`config.mk`:
```
export PLATFORM = sky130hd
export DESIGN_NAME = pdci_port
export DESIGN_NICKNAME = d
export VERILOG_FILES = /design/src/verilog/pdci_pkg.sv /design/src/verilog/pdci_line_sync.sv /design/src/verilog/pdci_port.sv
export SDC_FILE = /design/constraint.sdc
export NUM_CORES = 1
export LEC_CHECK = 0
export BUFFER_PORTS_ARGS = -buffer_cell sky130_fd_sc_hd__buf_4
export CORE_MARGIN = 1
export CORE_UTILIZATION = 35
export DETAILED_ROUTE_END_ITERATION = 12
export REMOVE_ABC_BUFFERS = 1
export SETUP_SLACK_MARGIN = 0.2
export SLEW_MARGIN = 20
export SYNTH_ARGS = -nofsm -noshare
export SYNTH_HDL_FRONTEND = slang
export SYNTH_SLANG_ARGS = --single-unit
```
`constraint.sdc`:
```
create_clock -name clock -period 4.2 [get_ports clock]
set_input_delay 0.84 -clock clock [delete_from_list [all_inputs] [get_ports clock]]
set_output_delay 0.84 -clock clock [all_outputs]
set_load 0.1 [all_outputs]
```
`src/verilog/pdci_pkg.sv`:
```
// pdci_pkg: register map, widths and reset values of the parallel i/o data and pin change block
// assumes a 32-bit avalon-mm slave port with byte addressing
package pdci_pkg;
  localparam int unsigned PDCI_LINES = 32;
  localparam int unsigned PDCI_ADDR_W = 8;
  localparam int unsigned PDCI_DATA_W = 32;
  localparam int unsigned PDCI_SYNC_STAGES = 2;

  // byte offsets of the registers
  localparam logic [7:0] PDCI_FILTER_SELECT_ON = 8'h20;
  localparam logic [7:0] PDCI_FILTER_SELECT_OFF = 8'h24;
  localparam logic [7:0] PDCI_FILTER_SELECT_STATUS = 8'h28;
  localparam logic [7:0] PDCI_OUTPUT_DATA_SET = 8'h30;
  localparam logic [7:0] PDCI_OUTPUT_DATA_CLEAR = 8'h34;
  localparam logic [7:0] PDCI_OUTPUT_DATA_READBACK = 8'h38;
  localparam logic [7:0] PDCI_PIN_LEVEL_READBACK = 8'h3C;
  localparam logic [7:0] PDCI_CHANGE_IRQ_ENABLE = 8'h40;
  localparam logic [7:0] PDCI_CHANGE_IRQ_DISABLE = 8'h44;
  localparam logic [7:0] PDCI_CHANGE_IRQ_MASK = 8'h48;
  localparam logic [7:0] PDCI_PIN_CHANGE_STATUS = 8'h4C;

  // values after reset
  localparam logic [31:0] PDCI_FILTER_RESET = 32'h0000_0000;
  localparam logic [31:0] PDCI_OUTPUT_DATA_RESET = 32'h0000_0000;
  localparam logic [31:0] PDCI_MASK_RESET = 32'h0000_0000;
  localparam logic [31:0] PDCI_STATUS_RESET = 32'h0000_0000;
  localparam logic [31:0] PDCI_SYNC_RESET = 32'h0000_0000;
  localparam logic [31:0] PDCI_UNMAPPED_READ = 32'h0000_0000;

  // bus answer state
  typedef enum logic [0:0] {
    PDCI_IDLE,
    PDCI_ANSWER
  } pdci_bus_state_t;
endpackage

```
`src/verilog/pdci_line_sync.sv`:
```
// pdci_line_sync: two-flop synchroniser per pin plus a change detector on the settled level
// assumes pins are asynchronous to clock; the first stage feeds only the second
`timescale 1ns/1ps
module pdci_line_sync #(
  parameter int unsigned WIDTH = 32
) (
  // clock and reset
  input wire logic clock,
  input wire logic nrst,
  // raw pins
  input wire logic [WIDTH-1:0] pin_raw,
  // settled level and one-cycle change pulses
  output logic [WIDTH-1:0] pin_level,
  output logic [WIDTH-1:0] pin_change
);
  import pdci_pkg::*;

  logic [WIDTH-1:0] stage_one;
  logic [WIDTH-1:0] stage_two;
  logic [WIDTH-1:0] stage_prev;

  // synchroniser chain and previous settled level
  always_ff @(posedge clock or negedge nrst) begin
    if (!nrst) begin
      stage_one <= PDCI_SYNC_RESET[WIDTH-1:0];
      stage_two <= PDCI_SYNC_RESET[WIDTH-1:0];
      stage_prev <= PDCI_SYNC_RESET[WIDTH-1:0];
    end else begin
      stage_one <= pin_raw;
      stage_two <= stage_one;
      stage_prev <= stage_two;
    end
  end

  // any rising or falling edge of the settled level
  assign pin_level = stage_two;
  assign pin_change = stage_two ^ stage_prev;
endmodule

```
`src/verilog/pdci_port.sv`:
```
// pdci_port: output data, pin readback, filter selection and pin change interrupt of a 32-line i/o port
// assumes line ownership and direction come from the lower half on the same clock
//
// Decided for this implementation: the Avalon-MM interface to the registers.
`timescale 1ns/1ps
module pdci_port #(
  parameter int unsigned LINES = pdci_pkg::PDCI_LINES
) (
  // clock and reset
  input wire logic clock,
  input wire logic nrst,
  // avalon-mm slave
  input wire logic [pdci_pkg::PDCI_ADDR_W-1:0] address,
  input wire logic read,
  input wire logic write,
  input wire logic [pdci_pkg::PDCI_DATA_W-1:0] writedata,
  input wire logic [3:0] byteenable,
  output logic [pdci_pkg::PDCI_DATA_W-1:0] readdata,
  output logic waitrequest,
  // line states from the lower half
  input wire logic [LINES-1:0] line_ownership_status,
  input wire logic [LINES-1:0] line_direction_status,
  // pins
  input wire logic [LINES-1:0] io_line_in,
  output logic [LINES-1:0] io_line_out,
  output logic [LINES-1:0] io_line_oe_n,
  // filter selection to the filter circuit
  output logic [LINES-1:0] filter_select,
  // interrupt request
  output logic irq
);
  import pdci_pkg::*;

  pdci_bus_state_t bus_state;
  pdci_bus_state_t next_bus_state;

  logic [LINES-1:0] filter_select_status;
  logic [LINES-1:0] output_data;
  logic [LINES-1:0] change_irq_mask;
  logic [LINES-1:0] pin_change_status;
  logic [LINES-1:0] pin_level;
  logic [LINES-1:0] pin_change;
  logic [LINES-1:0] io_out_reg;

  logic [LINES-1:0] next_filter_select_status;
  logic [LINES-1:0] next_output_data;
  logic [LINES-1:0] next_change_irq_mask;
  logic [LINES-1:0] next_pin_change_status;
  logic [PDCI_DATA_W-1:0] next_readdata;

  wire request;
  wire take_read;
  wire take_write;
  wire [PDCI_DATA_W-1:0] byte_mask;
  wire [LINES-1:0] wmask;
  wire hit_filter_on;
  wire hit_filter_off;
  wire hit_filter_status;
  wire hit_set;
  wire hit_clear;
  wire hit_odata;
  wire hit_level;
  wire hit_irq_on;
  wire hit_irq_off;
  wire hit_mask;
  wire hit_status;
  wire [LINES-1:0] line_drives;
  wire [LINES-1:0] status_read_clear;
  wire [LINES-1:0] status_write_clear;
  wire [PDCI_DATA_W-1:0] read_mux;

  // pin synchroniser and edge detector
  pdci_line_sync #(
    .WIDTH(LINES)
  ) u_line_sync (
    .clock(clock),
    .nrst(nrst),
    .pin_raw(io_line_in),
    .pin_level(pin_level),
    .pin_change(pin_change)
  );

  // bus handshake: one wait cycle, answer in the second
  assign request = read | write;
  assign waitrequest = request & (bus_state == PDCI_IDLE);
  assign take_read = read & (bus_state == PDCI_IDLE);
  assign take_write = write & (bus_state == PDCI_ANSWER);

  // byte lanes widened to a bit mask
  genvar lane;
  generate
    for (lane = 0; lane < 4; lane = lane + 1) begin : g_lane
      assign byte_mask[lane*8 +: 8] = {8{byteenable[lane]}};
    end
  endgenerate
  assign wmask = writedata[LINES-1:0] & byte_mask[LINES-1:0];

  // address decode
  assign hit_filter_on = (address == PDCI_FILTER_SELECT_ON);
  assign hit_filter_off = (address == PDCI_FILTER_SELECT_OFF);
  assign hit_filter_status = (address == PDCI_FILTER_SELECT_STATUS);
  assign hit_set = (address == PDCI_OUTPUT_DATA_SET);
  assign hit_clear = (address == PDCI_OUTPUT_DATA_CLEAR);
  assign hit_odata = (address == PDCI_OUTPUT_DATA_READBACK);
  assign hit_level = (address == PDCI_PIN_LEVEL_READBACK);
  assign hit_irq_on = (address == PDCI_CHANGE_IRQ_ENABLE);
  assign hit_irq_off = (address == PDCI_CHANGE_IRQ_DISABLE);
  assign hit_mask = (address == PDCI_CHANGE_IRQ_MASK);
  assign hit_status = (address == PDCI_PIN_CHANGE_STATUS);

  // read selection; write-only and unmapped offsets read zero
  assign read_mux =
    hit_filter_status ? PDCI_DATA_W'(filter_select_status) :
    hit_odata ? PDCI_DATA_W'(output_data) :
    hit_level ? PDCI_DATA_W'(pin_level) :
    hit_mask ? PDCI_DATA_W'(change_irq_mask) :
    hit_status ? PDCI_DATA_W'(pin_change_status) :
    PDCI_UNMAPPED_READ;

  // status clears: on the read that samples it, or ones written to it
  assign status_read_clear = {LINES{take_read & hit_status}};
  assign status_write_clear = (take_write & hit_status) ? wmask : '0;

  // bus state sequencing
  always_comb begin
    next_bus_state = bus_state;
    case (bus_state)
      PDCI_IDLE: begin
        if (request) begin
          next_bus_state = PDCI_ANSWER;
        end
      end
      PDCI_ANSWER: begin
        next_bus_state = PDCI_IDLE;
      end
      default: begin
        next_bus_state = PDCI_IDLE;
      end
    endcase
  end

  // read data captured on the first edge and held through the answer cycle
  always_comb begin
    next_readdata = readdata;
    if (take_read) begin
      next_readdata = read_mux;
    end
  end

  // filter selection, set by on writes, cleared by off writes
  always_comb begin
    next_filter_select_status = filter_select_status;
    if (take_write & hit_filter_on) begin
      next_filter_select_status = filter_select_status | wmask;
    end
    if (take_write & hit_filter_off) begin
      next_filter_select_status = filter_select_status & ~wmask;
    end
  end

  // output data, set and clear by ones only
  always_comb begin
    next_output_data = output_data;
    if (take_write & hit_set) begin
      next_output_data = output_data | wmask;
    end
    if (take_write & hit_clear) begin
      next_output_data = output_data & ~wmask;
    end
  end

  // interrupt mask, enable and disable by ones only
  always_comb begin
    next_change_irq_mask = change_irq_mask;
    if (take_write & hit_irq_on) begin
      next_change_irq_mask = change_irq_mask | wmask;
    end
    if (take_write & hit_irq_off) begin
      next_change_irq_mask = change_irq_mask & ~wmask;
    end
  end

  // change status: a new edge wins over any clear in the same cycle
  always_comb begin
    next_pin_change_status = (pin_change_status & ~status_read_clear & ~status_write_clear)
      | pin_change;
  end

  // bus registers
  always_ff @(posedge clock or negedge nrst) begin
    if (!nrst) begin
      bus_state <= PDCI_IDLE;
      readdata <= PDCI_UNMAPPED_READ;
    end else begin
      bus_state <= next_bus_state;
      readdata <= next_readdata;
    end
  end

  // configuration and data registers
  always_ff @(posedge clock or negedge nrst) begin
    if (!nrst) begin
      filter_select_status <= PDCI_FILTER_RESET[LINES-1:0];
      output_data <= PDCI_OUTPUT_DATA_RESET[LINES-1:0];
      change_irq_mask <= PDCI_MASK_RESET[LINES-1:0];
    end else begin
      filter_select_status <= next_filter_select_status;
      output_data <= next_output_data;
      change_irq_mask <= next_change_irq_mask;
    end
  end

  // change status register
  always_ff @(posedge clock or negedge nrst) begin
    if (!nrst) begin
      pin_change_status <= PDCI_STATUS_RESET[LINES-1:0];
    end else begin
      pin_change_status <= next_pin_change_status;
    end
  end

  // pin data register, a copy of the stored output data
  always_ff @(posedge clock or negedge nrst) begin
    if (!nrst) begin
      io_out_reg <= PDCI_OUTPUT_DATA_RESET[LINES-1:0];
    end else begin
      io_out_reg <= next_output_data;
    end
  end

  // drive only lines owned by the port and set as outputs
  assign line_drives = line_ownership_status & line_direction_status;
  assign io_line_oe_n = ~line_drives;
  assign io_line_out = io_out_reg;

  // filter selection handed to the filter circuit
  assign filter_select = filter_select_status;

  // level interrupt from unmasked change status
  assign irq = |(pin_change_status & change_irq_mask);
endmodule

```
=== After elaboration in Yosys (flattened, before gate mapping) ===
Cells that the tools add are included.
Widths: inputs -> output; s select.

* Input port bits: 144
* Output and inout bits: 130
* Word-level logic and storage cells: 68
* Register bits: 257

* Muxes and demuxes: 14
* Equal/unequal tests: 11
* Reductions and logical operators: 4
* Bitwise logic cells: 30

{| class="wikitable"
|+ Operators by type and width
! operator !! number
|-
| $mux 32 || 12
|-
| $and 32x32->32 || 8
|-
| $not 32->32 || 4
|-
| $or 32x32->32 || 4
|-
| $eq 8x6->1 const B || 7
|-
| $eq 8x7->1 const B || 4
|-
| $reduce_or 32->1 || 1
|-
| $xor 32x32->32 || 1
|-
| $and 1x1->1 || 11
|-
| $reduce_bool 2->1 || 3
|-
| $pmux 1 s2 || 1
|-
| $mux 1 || 1
|-
| $not 1->1 || 1
|-
| $or 1x1->1 || 1
|}

=== Depth between registers and ports, before layout ===
* Depth in word-level cells: 7
* Mapped depth: 7
* Mapped depth without buffers: 4

=== By module ===
From an unflattened synthesis, not the netlist that was laid out.

* Cell total of the unflattened synthesis: 999
* Area, all modules: 11258.3 um^2

{| class="wikitable"
|+ Modules (own cells, without submodules)
! module !! seq. area each (um^2) !! cells each !! instances !! area an instance (um^2)
|-
| pdci_port || 4028.9 || 871 || 1 || 8575.7
|-
| pdci_line_sync || 2402.3 || 128 || 1 || 2682.6
|}

=== Worst setup path after synthesis ===
No wires, ideal clock.

* Path type: input-to-output
* Start: in write
* End: out waitrequest
* Arrival time: 2.152 ns
* Path buffers: 0
* Slack: 1.208 ns
* Required time: 3.360 ns
* Stages: 2
* Path through: nor2_1 nor2_1

* Word-level cells in the longest chain between the ends: 2

{| class="wikitable"
|+ Ends and longest elaborated chain
! item !! line !! RTL
|-
| start: declaration || pdci_port.sv:15 || <nowiki>input wire logic write,</nowiki>
|-
| $or 1x1->1 || pdci_port.sv:84 || <nowiki>assign request = read | write;</nowiki>
|-
| $and 1x1->1 || pdci_port.sv:85 || <nowiki>assign waitrequest = request & (bus_state == PDCI_IDLE);</nowiki>
|-
| end: declaration || pdci_port.sv:19 || <nowiki>output logic waitrequest,</nowiki>
|}

No other way between the ends.

==> results.py <==
metrics = {
    "min_path": {
        "min_path_type": "input pin to async pin",
    },
    "floorplan": {
        "start_util_pct": 35.63,
        "rows": 65,
        "dieArea_sq_um": 32930,
        "core_sq_um": 31640,
        "io_pins": 274,
        "die_w_um": 181.5,
        "fp.dieH_um": 181.5,
    },
    "global_route": {
        "groute.usage.overall_pct": 21.60,
        "grt_max_degree": 81,
        "grt_pass1_vias": 9283,
        "grt_first_pass_wirelength_um": 55490,
        "antenna_found_initial": 0,
        "overflow": 0,
    },
    "yosys": {
        "synthTopCellsByArea": "dfrtp_1 57%, mux2i_1 5.7%, o21ai_0 5.5%",
        "synth_top_cell_by_area": "dfrtp_1",
        "synth.yosys.seq_area_share_pct": 57.05,
        "synth_top_area_share_pct": 57.05,
        "async_reset_ff_share_pct": 100.0,
        "synthMuxAreaShare_pct": 5.683,
        "synth_fa_ha_area_share_pct": 0,
        "synth_top_flop_cell": "dfrtp_1",
        "synth_area_sq_um": 11270,
        "syn_inst": 999,
        "synth-simple-area-share_pct": 7.548,
        "synth_enable_flop_cells": 0,
        "synth_top_family_by_area": "compound AO/OA/AOI/OAI gates",
        "synth.distinct_cells": 38,
        "ys_warn_count": 0,
        "synth_compound_area_share_pct": 23.78,
        "synth_seq_cells": 257,
        "synth_xor_area_share_pct": 2.486,
        "synth_area_per_cell_sq_um": 11.28,
    },
    "outcome": {
        "status": "complete, no violations",
    },
    "place": {
        "gp_congestion": 0.8085,
        "dp_cells": 1608,
        "dp_hpwl_um": 22790,
        "port_buffers": 273,
        "pre_cts_ws_ps": 1098,
        "placed_area_sq_um": 13670,
    },
    "setup_path": {
        "cp.arrival_ps": 2260,
        "reg2reg_slack_ps": 1820,
        "critPathLaunchType": "flop",
        "crit_type": "flop to output port",
        "crit_fanout": 3,
        "required_ps": 3360,
        "end_kind": "output port",
    },
    "sta": {
        "fin_worst_skew_ps": 15.31,
        "period_minus_slack_ps": 3100,
        "min_period_over_period_pct": 73.82,
        "hold_violations": 0,
        "rsz0062_at_grt": "false",
        "maxSlewHeadroom_pct": 22.17,
        "setup_violations": 0,
        "holdWs_ps": 257.0,
        "max_slew.worst_pin.slew_ps": 1162,
        "worst_slack_ps": 1100,
        "drv_slew": 0,
        "timing.fmax_mhz": 322.5,
    },
    "clock_network": {
        "cts_root_buf": "clkbuf_16",
        "post-cts-setup-buffers": 0,
        "clk_pin_slew_ps": 60,
        "cts_sinks": 257,
        "numCtsBuffers": 29,
        "cts.repair.resized": 0,
        "clk_latency_ps": 560,
        "cts_tree": "built",
        "ctsHoldBuffers": 0,
        "cts_buffer_depth": 3,
        "h-tree-depth": 1,
    },
    "drt": {
        "drt_iter0_drc": 664,
        "vias_per_cell": 5.644,
        "ant_nets": 0,
        "wl_um": 35770,
        "drc_errors": 0,
        "wl_met2_um": 16590,
        "avgRoutedWirePerCell_um": 21.54,
        "drt_first_pass_iters": 5,
        "wl_met1_um": 16190,
        "vias": 9374,
        "met3WireLength_um": 2222,
        "dr.max_layer_used": "met4",
    },
    "layout": {
        "final_cell_mix": "295 x buf_4, 257 x dfrtp_1, 122 x o21ai_0, 83 x nand2_1",
        "fillers": 2990,
        "drive_gt1_share_pct": 28.36,
        "final_cells": 1661,
        "stdcell_area_sq_um": 14650,
        "area_delta_synth_final_pct": 29.95,
        "diodes": 0,
        "final_common_cell": "buf_4",
        "regArea_sq_um": 6431,
        "postLayoutCoreUtil_pct": 46.30,
        "multi_input_area_sq_um": 4479,
        "fin_nets": 1381,
    },
    "power": {
        "peakVddDrop_v": 0.0003481,
        "power_leakage_nw": 6.682,
        "powerDensity_nw_per_um2": 413.6,
    },
    "run": {
        "maxCapViolCount": 0,
    },
}
worst max-delay path, cell delays in order (launching register included):
cell and delay (ps):
dfrtp_1 390, a22oi_1 330, nand4_1 190, or4_1 540, buf_4 250
kinds of logic (layout without fill, tap and decap cells):
logic type | count (synthesis) | after routing
AND/OR/NAND/NOR | 172 | 172
buffers and inverters | 92 | 352
XOR/XNOR | 32 | 32
multiplexers | 64 | 64
flip-flops | 257 | 257
AO/OA/AOI/OAI | 382 | 382
path summary, 6_finish.rpt:
path	start	endpoint	cells past startpoint
worst min-delay path	nrst	u_line_sync.stage_one[22]	1
min in group clock	u_line_sync.stage_one[29]	u_line_sync.pin_level[29]	0
worst max register to register	bus_state	flop	6
max in group asynchronous	nrst	u_line_sync.pin_level[25]	2
worst min register to register	u_line_sync.stage_one[29]	u_line_sync.pin_level[29]	0
worst max-delay path	flop	irq	4
cell type report:
| type | instances | share of cell area (%) |
|---|---|---|
| Sequential cell | 257 | 43.91 |
| Multi-Input combinational cell | 650 | 30.58 |
| Timing Repair Buffer | 297 | 15.36 |
| Clock buffer | 40 | 5.715 |
| Tap cell | 402 | 3.434 |
| Clock inverter | 13 | 0.9567 |
| Inverter | 2 | 0.05125 |
stage by stage:
| step | total power, mW | TNS (ps) |
|---|---|---|
| 3_5_place_dp | 3.537 | 0 |
| 4_1_cts | 6.113 | 0 |
| 6_report | 6.058 | 0 |
| 5_1_grt | 6.274 | 0 |
| 3_3_place_gp | 3.530 | 0 |
| 2_1_floorplan | 3.138 | -417150 |
cells in the mapped netlist, types with 2 or more instances:
cell,count
a22oi_1,16
o211ai_1,19
o21ai_0,123
xor2_1,32
a31o_1,30
a41oi_1,32
inv_1,2
buf_2,17
o32ai_1,19
mux2i_1,64
nand2_1,83
nor3b_1,20
buf_6,3
clkbuf_1,64
a31o_2,2
nor2_1,16
nand3_1,33
a31oi_1,32
o22a_1,13
nand2b_1,2
dfrtp_1,257
nand4_1,5
buf_1,6
a2bb2oi_1,32
o31ai_1,64
layer usage:
layer | global-route usage [%] | vias to the layer above
met2 | 34.22 | 348
met1 | 30.66 | 4675
li1 | - | 4297
met5 | 0 | -
met3 | 3.791 | 54
met4 | 5.254 | 0
power by group:
| group | internal (mW) | total, mW | switching, mW | leakage (nW) |
|---|---|---|---|---|
| sequential | 2.55 | 2.61 | 0.0568 | 3.19 |
| clock | 1.52 | 2.57 | 1.05 | 0.492 |
| combinational | 0.258 | 0.879 | 0.621 | 3.00 |
| total | 4.33 | 6.06 | 1.73 | 6.68 |
Power figures use the tool's default switching activity.
